`config.mk`:
```
export PLATFORM = sky130hd
export DESIGN_NAME = wdrc_top
export DESIGN_NICKNAME = d
export VERILOG_FILES = /design/src/common/wdrc_pkg.sv /design/src/design/wdrc_osc_div.sv /design/src/design/wdrc_top.sv
export SDC_FILE = /design/constraint.sdc
export NUM_CORES = 1
export LEC_CHECK = 0
export ABC_AREA = 1
export BUFFER_PORTS_ARGS = -buffer_cell sky130_fd_sc_hd__buf_4
export CAP_MARGIN = 20
export CORE_ASPECT_RATIO = 0.8
export CORE_MARGIN = 2
export CORE_UTILIZATION = 56
export CTS_CLUSTER_DIAMETER = 80
export DETAILED_ROUTE_END_ITERATION = 12
export PLACE_DENSITY = 0.88
export SETUP_SLACK_MARGIN = 0.5
export SLEW_MARGIN = 20
export SYNTH_ARGS = -nofsm -noshare
export SYNTH_HDL_FRONTEND = slang
export SYNTH_SLANG_ARGS = --single-unit
export TNS_END_PERCENT = 50
```
`constraint.sdc`:
```
create_clock -name pclk -period 2.5 [get_ports pclk]
set_input_delay 0.125 -clock pclk [delete_from_list [all_inputs] [get_ports pclk]]
set_output_delay 0.125 -clock pclk [all_outputs]
set_load 0.02 [all_outputs]
```
`src/common/wdrc_pkg.sv`:
```
// Constants shared by the watchdog and reset-cause unit.
// Function
// Set test-port reset flag, bit 4, on test-port scan reset.
// Set watchdog reset flag, bit 3, on watchdog timeout reset.
// Set brown-out reset flag, bit 2, on brown-out reset.
// Set external reset flag, bit 1, on external pin reset.
// Power-on clears flags 4..1; software writing zero clears any one.
// Power-on sets flag bit 0; only a software zero write clears it.
// Software reads then clears reset causes early after start-up.
// Watchdog counts ticks of its own nominal 1 MHz oscillator.
// Restart command returns the watchdog count to zero.
// Count returns to zero when disabled and on any chip reset.
// Enabled watchdog reaching its period without restart resets the chip.
// Prescale code 0..7 selects 16,384 cycles doubled per step.
// Control bits 7 to 5 read as zero.
// Turn-off enable clears itself four clock cycles after being set.
// Enable writes one; zero disables only while turn-off enable is one.
// Software writes both bits, then enable zero within four cycles.
// Reference on with brown-out fuse, comparator bandgap, or converter.
// Software waits up to 70 us reference start-up before use.
// Timeout makes a one-cycle reset pulse; delay starts at its fall.
// Restart, enable, prescale and timeout cross domains safely.
package wdrc_pkg;

    localparam int unsigned ADDR_W          = 8;
    localparam int unsigned DATA_W          = 32;

    localparam logic [7:0]  OFS_RESET_CAUSE = 8'h00;
    localparam logic [7:0]  OFS_WDT_CTRL    = 8'h04;
    localparam logic [7:0]  OFS_WDT_RESTART = 8'h08;
    localparam logic [7:0]  OFS_REF_CTRL    = 8'h0C;

    localparam int unsigned CAUSE_POR       = 0;
    localparam int unsigned CAUSE_EXT       = 1;
    localparam int unsigned CAUSE_BOD       = 2;
    localparam int unsigned CAUSE_WDT       = 3;
    localparam int unsigned CAUSE_TAP       = 4;
    localparam logic [4:0]  CAUSE_RESET     = 5'h01;

    localparam int unsigned CTRL_PRESC_LSB  = 0;
    localparam int unsigned CTRL_PRESC_W    = 3;
    localparam int unsigned CTRL_WDE        = 3;
    localparam int unsigned CTRL_TOE        = 4;
    localparam logic [4:0]  CTRL_RESET      = 5'h00;

    localparam int unsigned REF_COMPARATOR_BANDGAP_SELECT        = 0;
    localparam int unsigned REF_ADC_EN      = 1;
    localparam int unsigned REF_ON          = 2;

    localparam int unsigned TOE_CYCLES      = 4;
    localparam logic [2:0]  TOE_LOAD        = 3'(TOE_CYCLES - 1);

    localparam int unsigned CLK_HZ          = 10_000_000;
    localparam int unsigned WDT_OSC_HZ      = 1_000_000;
    localparam int unsigned OSC_DIV         = CLK_HZ / WDT_OSC_HZ;

    localparam int unsigned WDT_BASE_CYCLES = 16_384;
    localparam int unsigned CNT_W           = 22;

endpackage : wdrc_pkg

```
`src/design/wdrc_osc_div.sv`:
```
// Divider that stands in for the watchdog oscillator as a tick enable.
`timescale 1ns/10ps
`default_nettype none
module wdrc_osc_div
    import wdrc_pkg::*;
#(
    parameter int unsigned DIV = OSC_DIV
) (
    input  wire logic pclk,
    input  wire logic presetn,
    output var  logic tick_q
);

    localparam int unsigned    DW       = (DIV > 1) ? $clog2(DIV) : 1;
    localparam logic [DW-1:0]  DIV_LAST = DW'(DIV - 1);

    logic [DW-1:0] div_q;

    if (DIV < 1) begin : g_bad_div
        $error("wdrc_osc_div: DIV must be at least one");
    end

    // Free running: restarts never touch it, so a tick keeps its spacing.
    always_ff @(posedge pclk or negedge presetn) begin
        if (!presetn) begin
            div_q  <= '0;
            tick_q <= 1'b0;
        end else if (div_q == DIV_LAST) begin
            div_q  <= '0;
            tick_q <= 1'b1;
        end else begin
            div_q  <= div_q + 1'b1;
            tick_q <= 1'b0;
        end
    end

endmodule : wdrc_osc_div
`default_nettype wire

```
`src/design/wdrc_top.sv`:
```
// Watchdog timer, reset-cause register and reference enable behind APB.
`timescale 1ns/10ps
`default_nettype none
module wdrc_top
    import wdrc_pkg::*;
#(
    parameter int unsigned BASE_CYCLES = WDT_BASE_CYCLES,
    parameter int unsigned DIV         = OSC_DIV
) (
    input  wire logic              pclk,
    input  wire logic              presetn,
    input  wire logic              psel,
    input  wire logic              penable,
    input  wire logic              pwrite,
    input  wire logic [ADDR_W-1:0] paddr,
    input  wire logic [DATA_W-1:0] pwdata,
    output var  logic [DATA_W-1:0] prdata_q,
    output var  logic              pready_q,
    output var  logic              pslverr_q,
    input  wire logic              ext_reset_in,
    input  wire logic              bod_reset_in,
    input  wire logic              testport_reset_in,
    input  wire logic              brownout_detect_enable_fuse,
    output var  logic              wdt_reset_q,
    output var  logic              ref_enable_q,
    output var  logic              wdt_running_q
);

    localparam logic [CNT_W-1:0] BASE_LAST = CNT_W'(BASE_CYCLES - 1);

    if (BASE_CYCLES < 2 || (BASE_CYCLES << 7) > (1 << (CNT_W - 1))) begin : g_bad_base
        $error("wdrc_top: BASE_CYCLES does not fit the watchdog counter");
    end

    ////////////////////////////////////////////////////////////////////////////////////////////
    // Bus decode.

    function automatic logic hit(input logic [ADDR_W-1:0] a, input logic [7:0] ofs);
        hit = (a[ADDR_W-1:2] == ofs[ADDR_W-1:2]);
    endfunction : hit

    logic              acc;
    logic              wr;
    logic              wr_cause;
    logic              wr_ctrl;
    logic              wr_restart;
    logic              wr_ref;
    logic              mapped;
    logic              cause_clr_por;
    logic              chip_rst;
    logic              tick;
    logic              timeout;
    logic [DATA_W-1:0] rdata;

    logic [4:0]        cause_q;
    logic              wde_q;
    logic              toe_q;
    logic [2:0]        toe_cnt_q;
    logic [2:0]        presc_q;
    logic [CNT_W-1:0]  count_q;
    logic              comparator_bandgap_select_q;
    logic              adc_en_q;

    assign acc           = psel && penable && pready_q;
    assign wr            = acc && pwrite;
    assign wr_cause      = wr && hit(paddr, OFS_RESET_CAUSE);
    assign wr_ctrl       = wr && hit(paddr, OFS_WDT_CTRL);
    assign wr_restart    = wr && hit(paddr, OFS_WDT_RESTART);
    assign wr_ref        = wr && hit(paddr, OFS_REF_CTRL);
    assign mapped        = hit(paddr, OFS_RESET_CAUSE) || hit(paddr, OFS_WDT_CTRL)
                        || hit(paddr, OFS_WDT_RESTART) || hit(paddr, OFS_REF_CTRL);
    assign cause_clr_por = wr_cause && !pwdata[CAUSE_POR];
    assign chip_rst      = ext_reset_in || bod_reset_in || testport_reset_in || wdt_reset_q;

    always_comb begin
        rdata = '0;
        if (hit(paddr, OFS_RESET_CAUSE)) begin
            rdata[4:0] = cause_q;
        end else if (hit(paddr, OFS_WDT_CTRL)) begin
            // Bits 7 to 5 stay zero from the default above.
            rdata[CTRL_TOE]                             = toe_q;
            rdata[CTRL_WDE]                             = wde_q;
            rdata[CTRL_PRESC_LSB +: CTRL_PRESC_W]       = presc_q;
        end else if (hit(paddr, OFS_REF_CTRL)) begin
            rdata[REF_COMPARATOR_BANDGAP_SELECT]   = comparator_bandgap_select_q;
            rdata[REF_ADC_EN] = adc_en_q;
            rdata[REF_ON]     = ref_enable_q;
        end
    end

    // One wait state: pready rises in the second access cycle.
    always_ff @(posedge pclk or negedge presetn) begin
        if (!presetn) begin
            pready_q  <= 1'b0;
            pslverr_q <= 1'b0;
            prdata_q  <= '0;
        end else begin
            pready_q  <= psel && penable && !pready_q;
            pslverr_q <= psel && penable && !pready_q && !mapped;
            if (psel && penable && !pready_q) begin
                prdata_q <= pwrite ? '0 : rdata;
            end
        end
    end

    ////////////////////////////////////////////////////////////////////////////////////////////
    // Reset-cause flags. A source that fires in the cycle of a zero write wins.

    always_ff @(posedge pclk or negedge presetn) begin
        if (!presetn) begin
            cause_q <= CAUSE_RESET;
        end else begin
            if (wr_cause) begin
                cause_q <= cause_q & pwdata[4:0];
            end
            if (testport_reset_in) begin
                cause_q[CAUSE_TAP] <= 1'b1;
            end
            if (timeout) begin
                cause_q[CAUSE_WDT] <= 1'b1;
            end
            if (bod_reset_in) begin
                cause_q[CAUSE_BOD] <= 1'b1;
            end
            if (ext_reset_in) begin
                cause_q[CAUSE_EXT] <= 1'b1;
            end
        end
    end

    ////////////////////////////////////////////////////////////////////////////////////////////
    // Watchdog control. A chip reset returns the control register to zero.

    always_ff @(posedge pclk or negedge presetn) begin
        if (!presetn) begin
            wde_q   <= CTRL_RESET[CTRL_WDE];
            presc_q <= CTRL_RESET[CTRL_PRESC_LSB +: CTRL_PRESC_W];
        end else if (chip_rst) begin
            wde_q   <= 1'b0;
            presc_q <= '0;
        end else if (wr_ctrl) begin
            presc_q <= pwdata[CTRL_PRESC_LSB +: CTRL_PRESC_W];
            // A zero only sticks while the old turn-off enable is still set.
            if (pwdata[CTRL_WDE] || toe_q) begin
                wde_q <= pwdata[CTRL_WDE];
            end
        end
    end

    always_ff @(posedge pclk or negedge presetn) begin
        if (!presetn) begin
            toe_q     <= CTRL_RESET[CTRL_TOE];
            toe_cnt_q <= '0;
        end else if (chip_rst) begin
            toe_q     <= 1'b0;
            toe_cnt_q <= '0;
        end else if (wr_ctrl && pwdata[CTRL_TOE]) begin
            toe_q     <= 1'b1;
            toe_cnt_q <= TOE_LOAD;
        end else if (toe_q) begin
            if (toe_cnt_q == '0) begin
                toe_q <= 1'b0;
            end else begin
                toe_cnt_q <= toe_cnt_q - 1'b1;
            end
        end
    end

    ////////////////////////////////////////////////////////////////////////////////////////////
    // Watchdog counter on the oscillator tick.

    wdrc_osc_div #(
        .DIV     (DIV)
    ) u_osc (
        .pclk    (pclk),
        .presetn (presetn),
        .tick_q  (tick)
    );

    // The oscillator is modelled as a tick in the bus clock domain, so control and
    // timeout cross no clock boundary; a real second clock would need synchronisers.
    assign timeout = wde_q && tick && (count_q == (BASE_LAST << presc_q | ((CNT_W'(1) << presc_q)
                     - CNT_W'(1))));

    always_ff @(posedge pclk or negedge presetn) begin
        if (!presetn) begin
            count_q <= '0;
        end else if (chip_rst || !wde_q || timeout) begin
            count_q <= '0;
        end else if (wr_restart) begin
            count_q <= '0;
        end else if (tick) begin
            count_q <= count_q + 1'b1;
        end
    end

    // The pulse lasts one clock; the external delay timer starts on its fall.
    always_ff @(posedge pclk or negedge presetn) begin
        if (!presetn) begin
            wdt_reset_q   <= 1'b0;
            wdt_running_q <= 1'b0;
        end else begin
            wdt_reset_q   <= timeout;
            wdt_running_q <= wde_q && !chip_rst;
        end
    end

    ////////////////////////////////////////////////////////////////////////////////////////////
    // Reference enable. Start-up settling is left to software.

    always_ff @(posedge pclk or negedge presetn) begin
        if (!presetn) begin
            comparator_bandgap_select_q   <= 1'b0;
            adc_en_q <= 1'b0;
        end else if (chip_rst) begin
            comparator_bandgap_select_q   <= 1'b0;
            adc_en_q <= 1'b0;
        end else if (wr_ref) begin
            comparator_bandgap_select_q   <= pwdata[REF_COMPARATOR_BANDGAP_SELECT];
            adc_en_q <= pwdata[REF_ADC_EN];
        end
    end

    always_ff @(posedge pclk or negedge presetn) begin
        if (!presetn) begin
            ref_enable_q <= 1'b0;
        end else begin
            ref_enable_q <= brownout_detect_enable_fuse || comparator_bandgap_select_q || adc_en_q;
        end
    end

    ////////////////////////////////////////////////////////////////////////////////////////////
    // Checks.

    logic ref_req;
    logic wde_keep;
    logic wde_drop;
    logic toe_end;

    assign ref_req  = brownout_detect_enable_fuse || comparator_bandgap_select_q || adc_en_q;
    assign wde_keep = wr_ctrl && !pwdata[CTRL_WDE] && !toe_q && wde_q && !chip_rst;
    assign wde_drop = wr_ctrl && !pwdata[CTRL_WDE] && toe_q && !chip_rst;
    assign toe_end  = toe_q && (toe_cnt_q == '0) && !(wr_ctrl && pwdata[CTRL_TOE]);

    chk_toe_hold: assert property (@(posedge pclk) disable iff (!presetn)
        $rose(toe_q) |-> toe_q [*4] ##1 (!toe_q || $past(wr_ctrl)))
        else $error("turn-off enable did not hold for four cycles");

    chk_toe_expire: assert property (@(posedge pclk) disable iff (!presetn)
        toe_end |=> !toe_q)
        else $error("turn-off enable did not expire");

    chk_wde_guard: assert property (@(posedge pclk) disable iff (!presetn)
        wde_keep |=> wde_q)
        else $error("watchdog disabled without turn-off enable");

    chk_wde_off: assert property (@(posedge pclk) disable iff (!presetn)
        wde_drop |=> !wde_q ##1 (count_q == '0))
        else $error("guarded disable did not stop and clear the watchdog");

    chk_poweron_reset_flag_sticky: assert property (@(posedge pclk) disable iff (!presetn)
        $fell(cause_q[CAUSE_POR]) |-> $past(cause_clr_por))
        else $error("power-on flag cleared without a zero write");

    chk_watchdog_reset_flag_timeout: assert property (@(posedge pclk) disable iff (!presetn)
        wdt_reset_q |-> cause_q[CAUSE_WDT] ##1 (!wdt_reset_q && !wde_q))
        else $error("watchdog pulse not one cycle or flag missing");

    chk_restart_clear: assert property (@(posedge pclk) disable iff (!presetn)
        wr_restart |=> (count_q == '0))
        else $error("restart did not clear the count");

    chk_chip_reset: assert property (@(posedge pclk) disable iff (!presetn)
        ext_reset_in |=> !wde_q && (count_q == '0) && cause_q[CAUSE_EXT])
        else $error("chip reset did not clear watchdog or set flag");

    chk_ref_follow: assert property (@(posedge pclk) disable iff (!presetn)
        ##1 (ref_enable_q == $past(ref_req)))
        else $error("reference enable does not follow its sources");

    chk_bus_ready: assert property (@(posedge pclk) disable iff (!presetn)
        (psel && penable && !pready_q) |=> pready_q ##1 !pready_q)
        else $error("bus ready not one cycle after the wait state");

    cov_timeout: cover property (@(posedge pclk) disable iff (!presetn) wdt_reset_q);
    cov_disable: cover property (@(posedge pclk) disable iff (!presetn) $fell(wde_q) && !chip_rst);
    cov_por_clear: cover property (@(posedge pclk) disable iff (!presetn) cause_clr_por);
    cov_set_vs_clear: cover property (@(posedge pclk) disable iff (!presetn)
        wr_cause && !pwdata[CAUSE_EXT] && ext_reset_in);

endmodule : wdrc_top
`default_nettype wire

```
# [Yosys cells after proc, flatten, opt, wreduce, memory -nomap -nowiden]
# Cells that the tools add are included.
[totals] reg_bits=79 in_bits=49 output_inout_bits=37 word_cells=107
[classes] n_addsub=4 eq_ne=6 shifts=2 muxes=32 bitwise_logic=2 n_reduce_logical=41
[ops] cell="22-bit 2-to-1 mux" count=3
[ops] cell="3-bit 2-to-1 mux" count=8
[ops] cell="22-bit by 1-bit adder with 22-bit output (second input constant)" count=1
[ops] cell="22-bit == test" count=1
[ops] cell="22-bit bitwise OR" count=1
[ops] cell="1-bit by 3-bit << shifter with 22-bit output (first input constant)" count=1
[ops] cell="14-bit by 3-bit << shifter with 22-bit output (first input constant)" count=1
[ops] cell="22-bit by 1-bit subtractor with 22-bit output (second input constant)" count=1
[ops] cell="1-bit 2-to-1 mux" count=16
[ops] cell="5-bit 2-to-1 mux" count=3
[ops] cell="2-bit nonzero test" count=7
[ops] cell="1-bit logical AND" count=13
[ops] cell="6-bit by 2-bit == test with 1-bit output (second input constant)" count=2
[ops] cell="1-bit logical OR" count=11
[ops] cell="6-bit by 1-bit == test with 1-bit output (second input constant)" count=1
[ops] cell="6-bit zero test" count=1
[ops] cell="3-bit nonzero test" count=2
[ops] cell="5-bit AND" count=1
[ops] cell="4-bit by 1-bit adder with 4-bit output (second input constant)" count=1
[ops] cell="4-bit == test (second input constant)" count=1
[ops] cell="1-bit zero test" count=4
[ops] cell="4-bit 2-to-1 mux" count=1
[ops] cell="2-bit AND reduction" count=2
[ops] cell="3-bit zero test" count=1
[ops] cell="3 further kinds" count=3

# [Logic depth before layout (Yosys ltp)]
# Gate-level depths: netlist of run 1.
[logic_depth] word_depth=7 depth_mapped=11 mapped_depth_nobuf=9

# [By module]
# Synthesis of run 1 repeated with hierarchy kept, for this count alone.
[hier_totals] cells_unflattened=392 hier_area_um2=3052.9
[by_module_without_submodules] module="wdrc_top" n_inst=1 cells_per_inst=371 area_each_um2=2851.5 seq_area_each_um2=1177.4
[by_module_without_submodules] module="wdrc_osc_div" n_inst=1 cells_per_inst=21 area_each_um2=201.4 seq_area_each_um2=125.1

# [Worst setup path after synthesis of run 1]
# OpenSTA, ideal clock, no wires.
[synth_path] kind="register to register" from="register wdt_reset_q" to="register count_q[13]" arrival_time_ns=1.402 path_slack_ns=1.027 path_stages_with_launch=9 n_path_buf=2 synth_period_minus_slack_ns=1.473 cell_sequence="dfrtp_1 nor2_1 and3_1 buf_4 nand2_1 a21oi_4 nand2_4 buf_6 nor2_1"
[synth_via] elab_chain_len=4 word_cells_on_any_way=5
[synth_rtl] item="start: declaration" line_no="wdrc_top.sv:24" source="output var logic wdt_reset_q,"
[synth_rtl] item="start signal: assignment" line_no="wdrc_top.sv:203" source="wdt_reset_q <= timeout;"
[synth_rtl] item="1-bit logical OR *" line_no="wdrc_top.sv:73" source="assign chip_rst = ext_reset_in || bod_reset_in || testport_reset_in || wdt_reset_q;"
[synth_rtl] item="1-bit logical OR * (2 in a row)" line_no="wdrc_top.sv:188" source="end else if (chip_rst || !wde_q || timeout) begin"
[synth_rtl] item="3-bit nonzero test (no source line) or 22-bit 2-to-1 mux (tied branches)"
[synth_rtl] item="end signal: assignment" line_no="wdrc_top.sv:193" source="count_q <= count_q + 1'b1;"
[synth_rtl] item="end: declaration" line_no="wdrc_top.sv:60" source="logic [CNT_W-1:0] count_q;"
# Mark *: on every way between the ends. The rest lies on a longest branch, timed or not.
# A chain may end at the register's enable or synchronous reset.

# [Worst setup path in the final report of run 1]
[layout_path] from="input port bod_reset_in" to="register count_q[2]"
[layout_via] elab_chain_len=6 word_cells_on_any_way=7
[layout_rtl] item="start: declaration" line_no="wdrc_top.sv:21" source="input wire logic bod_reset_in,"
[layout_rtl] item="1-bit logical OR * (3 in a row)" line_no="wdrc_top.sv:73"
[layout_rtl] item="1-bit logical OR * (2 in a row)" line_no="wdrc_top.sv:188"
[layout_rtl] item="3-bit nonzero test (no source line) or 22-bit 2-to-1 mux (tied branches)"
# Marks and branches as above.

==> out/metrics.csv, run 1 <==
stage;metric;value;unit
run_status;status;finished clean;
final_layout;antenna_cells;0;
final_layout;final.fill_count;453;
flow_run;max_cap_violations;0;
timing;worst_pin_slew;655;ps
placement;dpl_worst_slack;806;ps
setup_path;cp-end-kind;flop;
logic_synthesis;synth_top_area_share;42.1;%
logic_synthesis;synth_seq_area_share;43.0;%
power_and_ir_drop;p_total;1.59;mW
floorplan;initial_core_util;59.2;%
setup_path;cp-start-kind;primary input;
routing;wl_met2;2950;µm
logic_synthesis;synth-adder-area-share;1.65;%
timing;hold_viol;0;
final_layout;seq_area;1300;µm²
final_layout;area_delta_synth_final;10.2;%
placement;place_hpwl;4870;µm
clock_network;clkTransAtPathRegs;100;ps
setup_path;critical_path.cell_chain;dlygate4sd3_1 > buf_4 > inv_1 > and3_1 > nand2_1 > a21oi_4 > nand2_4 > nor3_1;
clock_network;cts_htree_levels;2;
clock_network;clk_path_buf_depth;2;
logic_synthesis;synth_edf_count;0;
clock_network;worstSkewPairLatency;310;ps
routing;vias;2586;
logic_synthesis;ys_warn_count;0;
routing;initialDrtViolationCount;156;
timing;rsz0062_at_grt;false;
logic_synthesis;synthMuxAreaShare;0;%
grt;antenna_found_initial;0;
clock_network;cts_setup_buffers;0;
logic_synthesis;synthCells;400;
timing;maxSlewViolCount;0;
logic_synthesis;syn_area_per_cell;7.58;µm²
setup_path;r2r_end;count_q[16];
routing;antenna_left;0;
hold_path;hp-class;primary input to flop;
floorplan;die_area;6020;µm²
timing;setup_tns;0;ps
routing;met1_length;2930;µm
placement;place_congestion;0.876;
logic_synthesis;synthDistinctLibCells;30;
clock_network;cts_tree;done;
logic_synthesis;netlist_area;3030;µm²
final_layout;fin_nets;486;
setup_path;critPathTopFamily;simple AND/OR/NAND/NOR gates;
timing;fin_skew;6.41;ps
timing;period_needed;1810;ps
routing;drcViolationCount;0;
clock_network;hold_buffers;3;
floorplan;num_rows;23;
power_and_ir_drop;power.leakage;1.58;nW
hold_path;min_path_cells;3;
floorplan;die_x;86.2;µm
setup_path;slowest_stage;dlygate4sd3_1;
power_and_ir_drop;peakVddDrop;0.000334;V
routing;wl;6450;µm
setup_path;r2r_slack;730;ps
setup_path;required;2730;ps
timing;fin_ws;694;ps
logic_synthesis;synthTopCellsByArea;dfrtp_1 42%, nand2_1 9.8%, nor2_1 7.6%;
setup_path;worstSetupPathType;primary input to flop;
routing;top_layer;met4;
setup_path;reg2reg_depth;8;
timing;fmax;554;MHz
setup_path;critPathArrivalTime;2030;ps
final_layout;drive_gt1_share;10.1;%
routing;avgViaCountPerCell;5.21;
floorplan;core;5120;µm²
logic_synthesis;synth_compound_area_share;9.04;%
grt;overflow;0;
timing;max_slew_margin;56.3;%
setup_path;cp_max_fo;16;
power_and_ir_drop;cellPowerDensity;477;nW/µm²
clock_network;cts_resized;0;
clock_network;clock_sinks;52;
clock_network;numCtsBuffers;5;
final_layout;multi_input_area;1390;µm²
setup_path;path_buf_inv;3;
grt;grt_max_degree;53;
setup_path;slowest_delay;560;ps
logic_synthesis;synthArstFlopShare;100;%
hold_path;hp-start;testport_reset_in;
routing;avgRoutedWirePerCell;13.0;µm
logic_synthesis;ys_dominant_reg_cell;dfrtp_1;
clock_network;clockRootBuffer;clkbuf_8;
floorplan;num_io_pins;86;
grt;track_usage;23.4;%
final_layout;final_util;65.2;%
timing;setup_violations;0;
logic_synthesis;ys_ff_latch;52;
floorplan;dieHeight;69.8;µm
setup_path;r2r_start;count_q[0];
hold_path;holdPathEnd;cause_q[4];
logic_synthesis;synth_xor_area_share;4.34;%
logic_synthesis;yosys.area.top_type;dfrtp_1;
routing;wl_met3;495;µm
logic_synthesis;synth_top_family_by_area;simple AND/OR/NAND/NOR gates;
placement;port_buffers;29;
logic_synthesis;synthSimpleGateAreaFrac;27.5;%
routing;dr.pass1.iters;4;
grt;grt_pass1_wl;11200;µm
timing;fin_crit_sh;72.2;%
grt;grt_pass1_vias;2458;
==> registers in the layout (all words and copies together), names as in the netlist <==
register	count
prdata_q	5
adc_en_q	1
comparator_bandgap_select_q	1
presc_q	3
pslverr_q	1
wdt_reset_q	1
count_q	22
u_osc.div_q	4
pready_q	1
wde_q	1
toe_cnt_q	3
cause_q	5
toe_q	1
ref_enable_q	1
wdt_running_q	1
u_osc.tick_q	1
==> layer usage <==
metal,track usage [%],vias up
met1,32.6,1194
met4,5.56,0
li1,-,1286
met3,5.95,12
met5,0,-
met2,36.8,94
==> logic make-up after synthesis <==
family	Yosys count
flops	52
fa+ha+maj	4
simple gates	194
compound gates	49
other cells	1
buf+inv	85
xor+xnor	15
==> layout make-up <==
type / count / share of cell area [%]
tap: 62 / 2.32
clock buffer: 6 / 2.47
clock inverter: 2 / 1.16
timing repair buffer: 32 / 7.42
sequential: 52 / 39.0
inverter: 53 / 5.96
multi-input combinational: 289 / 41.6
==> power by group <==
group | internal (mW) | switching (mW) | total [mW]
sequential | 0.847 | 0.00564 | 0.852
combinational | 0.0352 | 0.0882 | 0.123
clock | 0.328 | 0.288 | 0.616
total | 1.21 | 0.382 | 1.59
==> stage by stage <==
step / cells / hold slack [ps] / cell area [µm²]
global route: 496 / 12.2 / 3340
finish: 496 / 3.22 / 3340
CTS: 496 / 3.19 / 3340
floorplan: 426 / -171 / 3130
detailed placement: 485 / 198 / 3190
global placement: 485 / 187 / 3190
==> worst min-delay path, delay by kind of cell <==
kind	cells	cell delay, ps
simple gates	1	50
buf+inv	2	120
==> cell usage after synthesis, types with 2 or more instances <==
cell / n
nand2_1: 79
buf_4: 28
nor2_1: 61
nand3_1: 24
xnor2_1: 4
o21bai_1: 2
dfrtp_1: 51
ha_1: 4
buf_2: 3
inv_1: 51
a21oi_1: 15
nand4_1: 10
o211ai_1: 3
o21ai_0: 27
nor3_1: 13
xor2_1: 11
==> placed cells by master, fill, tap and decap left out, types with 2 or more instances in the layout <==
cell / Yosys / final
a21oi_1: 15 / 15
buf_4: 28 / 29
clkbuf_8: 0 / 6
conb_1: 1 / 27
dfrtp_1: 51 / 51
dlygate4sd3_1: 0 / 3
ha_1: 4 / 4
inv_1: 51 / 51
nand2_1: 79 / 79
nand3_1: 24 / 24
nand4_1: 10 / 10
nor2_1: 61 / 61
nor3_1: 13 / 13
o211ai_1: 3 / 3
o21ai_0: 27 / 27
o21bai_1: 2 / 2
xnor2_1: 4 / 4
xor2_1: 11 / 11
==> how the worst max path moves through the flow <==
stage                       startpoint           to  cells past startpoint  slack [ps]
final                     bod_reset_in   count_q[2]                      8         690
after global placement      count_q[0]  count_q[16]                      8         850
after CTS                 ext_reset_in   count_q[2]                      8         750
after floorplan            wdt_reset_q  count_q[13]                      8        1030
after detailed placement    count_q[0]  count_q[16]                      8         810
after global routing        count_q[0]  count_q[18]                      8         520
No activity file was read; power rests on OpenSTA's default activity.
==> run 2: changes to the inputs <==
- CORE_UTILIZATION: 56 -> 47
- PLACE_DENSITY: 0.88 -> 0.79
- clock period: 2.5 -> 1.45 ns (I/O delays scaled with it)
==> run 2 against run 1 <==
  * The flow now finishes with violations (negative setup slack)
  * Sequential share of layout area down 8.0 points
  * Register-to-register slack worse by 950 ps
  * Cell area increased by 26%
  * Global-route usage rose by 1.1 points
  * Combinational power is 130% higher
  * Worst setup slack worse by 910 ps
  * Clock power up 93%
  * Utilization rose by 1.7 points
  * First-iteration DRC count increased by 100%
  * Wire length increased by 35%
  * Clock skew increased by 2.1 ps
==> out/metrics.csv, run 2 (synthesized netlist as in run 1, its figures left out) <==
stage;metric;value;unit;change
final_layout;layout_commonest_cell;nand2_1;;
timing;maxSlewViolCount;0;;unchanged
routing;wl;8720;µm;+35%
power_and_ir_drop;cellPowerDensity;699;nW/µm²;+47%
final_layout;drive_gt1_share;33.9;%;+24 points
floorplan;num_rows;26;;+13%
final_layout;fin_nets;551;;+13%
floorplan;die_x;93.8;µm;+8.7%
timing;setup_violations;24;;+24
grt;antenna_found_initial;0;;unchanged
clock_network;worstSkewPairLatency;320;ps;about the same
routing;avgRoutedWirePerCell;15.0;µm;+15%
clock_network;cts_tree;done;;
power_and_ir_drop;comb_power_share;9.7;%;+1.9 points
grt;grt_pass1_vias;3015;;+23%
clock_network;clkTransAtPathRegs;100;ps;about the same
power_and_ir_drop;switching_share;23.6;%;-0.37 points
routing;dr.pass1.iters;5;;+1
floorplan;dieHeight;75.8;µm;+8.6%
grt;grt_pass1_wl;13700;µm;+22%
flow_run;max_cap_violations;0;;unchanged
grt;track_usage;24.5;%;+1.1 points
setup_path;cp_max_fo;8;;-8
routing;avgViaCountPerCell;5.29;;+1.5%
final_layout;reg.largest.list;count_q x22, cause_q x5, prdata_q x5;;
floorplan;core;6310;µm²;+23%
grt;overflow;0;;unchanged
routing;drcViolationCount;0;;unchanged
floorplan;num_io_pins;86;;unchanged
power_and_ir_drop;p_int;2.25;mW;+86%
power_and_ir_drop;peakVddDrop;0.000539;V;+61%
timing;rsz0062_at_grt;true;;
final_layout;stdcell_area;4220;µm²;+26%
routing;antenna_left;0;;unchanged
power_and_ir_drop;p_sw;0.697;mW;+82%
power_and_ir_drop;power.leakage;1.97;nW;+25%
placement;place_congestion;0.896;;+2.4%
floorplan;die_area;7110;µm²;+18%
floorplan;initial_core_util;48.0;%;-11 points
setup_path;required;1650;ps;-1080 ps
placement;port_buffers;29;;unchanged
timing;fin_crit_sh;115;%;
timing;hold_viol;0;;unchanged
final_layout;antenna_cells;0;;unchanged
timing;holdWs;9.28;ps;+6.07 ps
run_status;status;finished, violations left;;
setup_path;cp-end-kind;flop;;
placement;place_area;3630;µm²;+14%
power_and_ir_drop;sequentialPowerShare;49.9;%;-3.7 points
timing;fin_skew;8.48;ps;+2.07 ps
routing;vias;3085;;+19%
setup_path;worstSetupPathType;flop to flop;;
hold_path;hp-class;primary input to flop;;
clock_network;clk_path_buf_depth;2;;unchanged
timing;fin_ws;-215;ps;-910 ps
timing;period_needed;1670;ps;
clock_network;cts_htree_levels;2;;unchanged
placement;place_hpwl;5460;µm;+12%
routing;initialDrtViolationCount;314;;+100%
setup_path;cp-start-kind;flop;;
final_layout;largest_register;count_q;;
power_and_ir_drop;clockPowerShare;40.4;%;+1.7 points
clock_network;numCtsBuffers;5;;unchanged
clock_network;clock_sinks;52;;unchanged
timing;fmax;601;MHz;
clock_network;clockRootBuffer;clkbuf_8;;
run_status;violations;negative setup slack;;
final_layout;area_delta_synth_final;39.3;%;
final_layout;layout_common_cells;70 x nand2_1, 68 x buf_4, 46 x dfrtp_1;;
final_layout;largest_register_ffs;22;;unchanged
grt;grt_max_degree;53;;unchanged
setup_path;critPathArrivalTime;1870;ps;-160 ps
## run 2: changes by cell type in the layout (fill, tap and decap cells not counted), moves of 17 or more
cell and change:
buf_4 +39, nor2_2 +18, o21ai_0 -17, buf_6 +17
nor2_1 -24
## run 2: timing repair
item,CTS,global route
pin swaps,33,38
hold buffers,8,0
setup endpoints to repair,48,59
hold endpoints to repair,55,0
setup buffers,3,4
gates resized for setup,44,61
gates cloned,2,0
## run 2: power groups by stage
stage	combinational, mW	sequential [mW]	clock (mW)
finish	0.287	1.47	1.19
global route	0.315	1.47	1.25
CTS	0.258	1.47	1.19
detailed placement	0.224	1.50	0
global placement	0.221	1.50	0
floorplan	0.162	1.51	0
## run 2: final cells by class
cell class | instances | area (µm²)
clock buffers | 6 | 72.6
clock inverters | 2 | 60.1
fillers | 471 | 2090
inverters | 53 | 206
multi-input cells | 291 | 1650
flip-flops and latches | 52 | 1310
well taps | 84 | 105
repair buffers | 95 | 817
## run 2: final timing paths
kind / startpoint / endpoint / slack (ps) / depth (start not counted)
max reg2reg: presc_q[2] / count_q[11] / -220 / 9
min: pwdata[0] / cause_q[0] / 9 / 3
max in group asynchronous: presetn / presc_q[2] / 830 / 2
max: presc_q[2] / count_q[11] / -220 / 9
min reg2reg: cause_q[0] / cause_q[0] / 500 / 2
min in group asynchronous: presetn / toe_cnt_q[1] / 260 / 2
## run 2: per-layer routing
metal / part of all wire [%] / global-route usage [%]
met1: 41 / 30.6
met2: 49 / 43.5
met3: 7.1 / 3.86
met4: 3.0 / 9.66
met5: 0 / 0
## run 2: worst max-delay path, stage by stage (launching register included)
cell and delay, ps:
dfrtp_2 480, nand2_1 120, inv_2 90, nand3_1 60, nand2_1 110, nand2_1 70
nor2_2 240, nand2_4 160, o211ai_1 140, nor2_1 70
## run 2: through the flow
stage	worst slack (ps)	utilization, %	cells	total power [mW]	TNS, ps
after floorplan	34.9	-	426	1.67	0
after detailed placement	-192	57.5	558	1.72	-3300
after global routing	-313	66.9	583	3.04	-6870
after global placement	-102	57.5	558	1.72	-1640
after CTS	-119	63.4	579	2.92	-2020
final	-215	66.9	583	2.95	-4420
==> run 3: changes to the inputs <==
- GPL_TIMING_DRIVEN: not set -> 0
==> run 3 against run 2 <==
  * The flow still finishes with violations (negative setup slack)
  * Count of clock-buffer cells in the layout stayed put
  * Fmax is 1.5% higher
  * Non-clock buffer count is 1 lower
  * Sequential power hardly changed
  * Total power is 9.8% lower
  * Cell area is 3.7% lower
  * Largest power group unchanged
==> out/metrics.csv, run 3 (synthesized netlist as in run 1, its figures left out) <==
stage;metric;value;unit;change
hold_path;min_path_cells;3;;unchanged
placement;place_hpwl;5030;µm;-7.9%
routing;wl;7960;µm;-8.8%
hold_path;hp-class;primary input to flop;;
final_layout;stdcell_area;4070;µm²;-3.7%
grt;overflow;0;;unchanged
grt;grt_pass1_wl;12600;µm;-7.7%
timing;fin_crit_sh;113;%;-1.7 points
setup_path;critPathArrivalTime;1870;ps;about the same
routing;drcViolationCount;0;;unchanged
timing;setup_violations;23;;-4.2%
final_layout;final.fill_count;497;;+5.5%
floorplan;die_area;7110;µm²;unchanged
final_layout;layout_common_cells;71 x nand2_1, 68 x buf_4, 48 x nor2_1, 48 x dfrtp_1, 43 x inv_1;;
floorplan;dieHeight;75.8;µm;unchanged
run_status;status;finished, violations left;;
setup_path;required;1680;ps;+30 ps
timing;setup_tns;-3460;ps;+953 ps
routing;antenna_left;0;;unchanged
setup_path;reg2reg_depth;10;;+1
grt;grt_pass1_vias;2831;;-6.1%
setup_path;r2r_slack;-190;ps;+20 ps
power_and_ir_drop;cellPowerDensity;654;nW/µm²;-6.4%
setup_path;r2r_end;count_q[1];;
final_layout;antenna_cells;0;;unchanged
setup_path;slowest_stage;dfrtp_2;;
routing;avgRoutedWirePerCell;13.7;µm;-8.3%
floorplan;initial_core_util;48.0;%;unchanged
clock_network;worstSkewPairLatency;320;ps;about the same
placement;place_congestion;0.901;;+0.51%
timing;fmax;609;MHz;+1.5%
timing;fin_skew;8.52;ps;+0.0474 ps
timing;maxSlewViolCount;0;;unchanged
routing;vias;2980;;-3.4%
run_status;violations;negative setup slack;;
placement;port_buffers;29;;unchanged
grt;track_usage;22.5;%;-2.0 points
timing;rsz0062_at_grt;true;;
clock_network;clockRootBuffer;clkbuf_8;;
power_and_ir_drop;power.leakage;1.95;nW;-1.4%
final_layout;drive_gt1_share;30.2;%;-3.6 points
setup_path;r2r_start;presc_q[1];;
floorplan;num_rows;26;;unchanged
final_layout;fin_nets;548;;-0.54%
hold_path;holdPathEnd;cause_q[3];;
placement;place_area;3490;µm²;-3.8%
grt;antenna_found_initial;0;;unchanged
power_and_ir_drop;peakVddDrop;0.000487;V;-9.6%
timing;worst_pin_slew;492;ps;
clock_network;cts_tree;done;;
timing;period_needed;1640;ps;-24.0 ps
clock_network;clkTransAtPathRegs;100;ps;about the same
setup_path;cp_common_cell;nand2_1;;
clock_network;numCtsBuffers;5;;unchanged
setup_path;cp_max_fo;6;;-2
flow_run;max_cap_violations;0;;unchanged
final_layout;area_delta_synth_final;34.1;%;
final_layout;largest_register;count_q;;
floorplan;core;6310;µm²;unchanged
final_layout;largest_register_ffs;22;;unchanged
clock_network;cts_htree_levels;2;;unchanged
floorplan;die_x;93.8;µm;unchanged
routing;initialDrtViolationCount;331;;+5.4%
routing;dr.pass1.iters;5;;unchanged
routing;avgViaCountPerCell;5.14;;-2.9%
clock_network;clk_path_buf_depth;2;;unchanged
timing;fin_ws;-191;ps;+24.0 ps
setup_path;worstSetupPathType;flop to flop;;
setup_path;cp-end-kind;flop;;
hold_path;hp-start;pwdata[3];;
clock_network;clock_sinks;52;;unchanged
grt;grt_max_degree;53;;unchanged
final_layout;layout_commonest_cell;nand2_1;;
final_layout;reg.largest.list;count_q x22, cause_q x5, prdata_q x5;;
setup_path;slowest_delay;490;ps;about the same
timing;hold_viol;0;;unchanged
timing;max_slew_margin;67.0;%;
setup_path;cp-start-kind;flop;;
floorplan;num_io_pins;86;;unchanged
setup_path;critical_path.cell_chain;inv_2 > nand2_1 > nand2_1 > nand2_1 > nand3_1 > nor2_2 > nand2_2 > nand2_4 > buf_4 > a21oi_1;;
run 3: changes by cell type in the layout (fill, tap and decap cells not counted), sizes merged:
cell,change
buf,-2
dlygate4sd3,+1
nand2,-2
clkinv,+2
bufinv,-2
run 3: what timing repair did:
| action | 4_1_cts | 5_1_grt |
|---|---|---|
| endpoints found under the setup margin | 47 | 55 |
| hold endpoints to repair | 56 | 0 |
| buffers inserted | 20 | 4 |
| hold buffers | 9 | 0 |
| cloned | 0 | 0 |
| resized for setup | 45 | 30 |
| pin swaps | 37 | 24 |
run 3: routing by layer:
layer	share of wire (%)	vias to the layer above	track usage, %
met4	1.7	0	7.41
li1	-	1404	-
met1	41	1393	28.5
met3	7.5	26	3.56
met5	0	-	0
met2	50	157	40.2
run 3: critical path, delay by kind of cell, from the launching register on:
family                 cells  cell delay [ps]
buffers and inverters      2              240
flip-flops                 1              490
AND/OR/NAND/NOR            7              690
AO/OA/AOI/OAI              1              140
run 3: how the worst max path moves through the flow:
stage                     cells past startpoint          end         from
after floorplan                               8  count_q[10]  wdt_reset_q
after detailed placement                      9   count_q[3]   count_q[0]
after global routing                          9   count_q[0]   count_q[0]
after CTS                                     9  count_q[16]   count_q[0]
final                                        10   count_q[1]   presc_q[1]
after global placement                        8  count_q[20]   count_q[7]
run 3: final cells by class:
type	instances	area [µm²]	area share, %
clock inverter	2	10.0	0.246
inverter	53	201	4.96
tap	84	105	2.59
sequential	52	1310	32.1
clock buffer	6	82.6	2.03
timing repair buffer	62	537	13.2
buffer	32	253	6.22
multi-input combinational	289	1570	38.6
run 3: report_power, final:
part	switching, mW	leakage [nW]	internal [mW]	total (mW)
registers	0.00965	0.684	1.46	1.47
clock network	0.483	0.0510	0.382	0.865
logic	0.185	1.21	0.139	0.324
total	0.678	1.95	1.98	2.66
run 3: metrics by stage:
| stage | worst slack (ps) | std cells | utilization [%] | power (mW) | hold slack, ps |
|---|---|---|---|---|---|
| final | -191 | 580 | 64.4 | 2.66 | 11.7 |
| after detailed placement | -228 | 539 | 55.4 | 1.76 | 144 |
| after global routing | -253 | 580 | 64.4 | 2.77 | 16.0 |
| after global placement | -186 | 539 | 55.4 | 1.76 | 141 |
| after floorplan | 34.9 | 426 | - | 1.67 | -223 |
| after CTS | -65.9 | 576 | 62.4 | 2.65 | 20.8 |
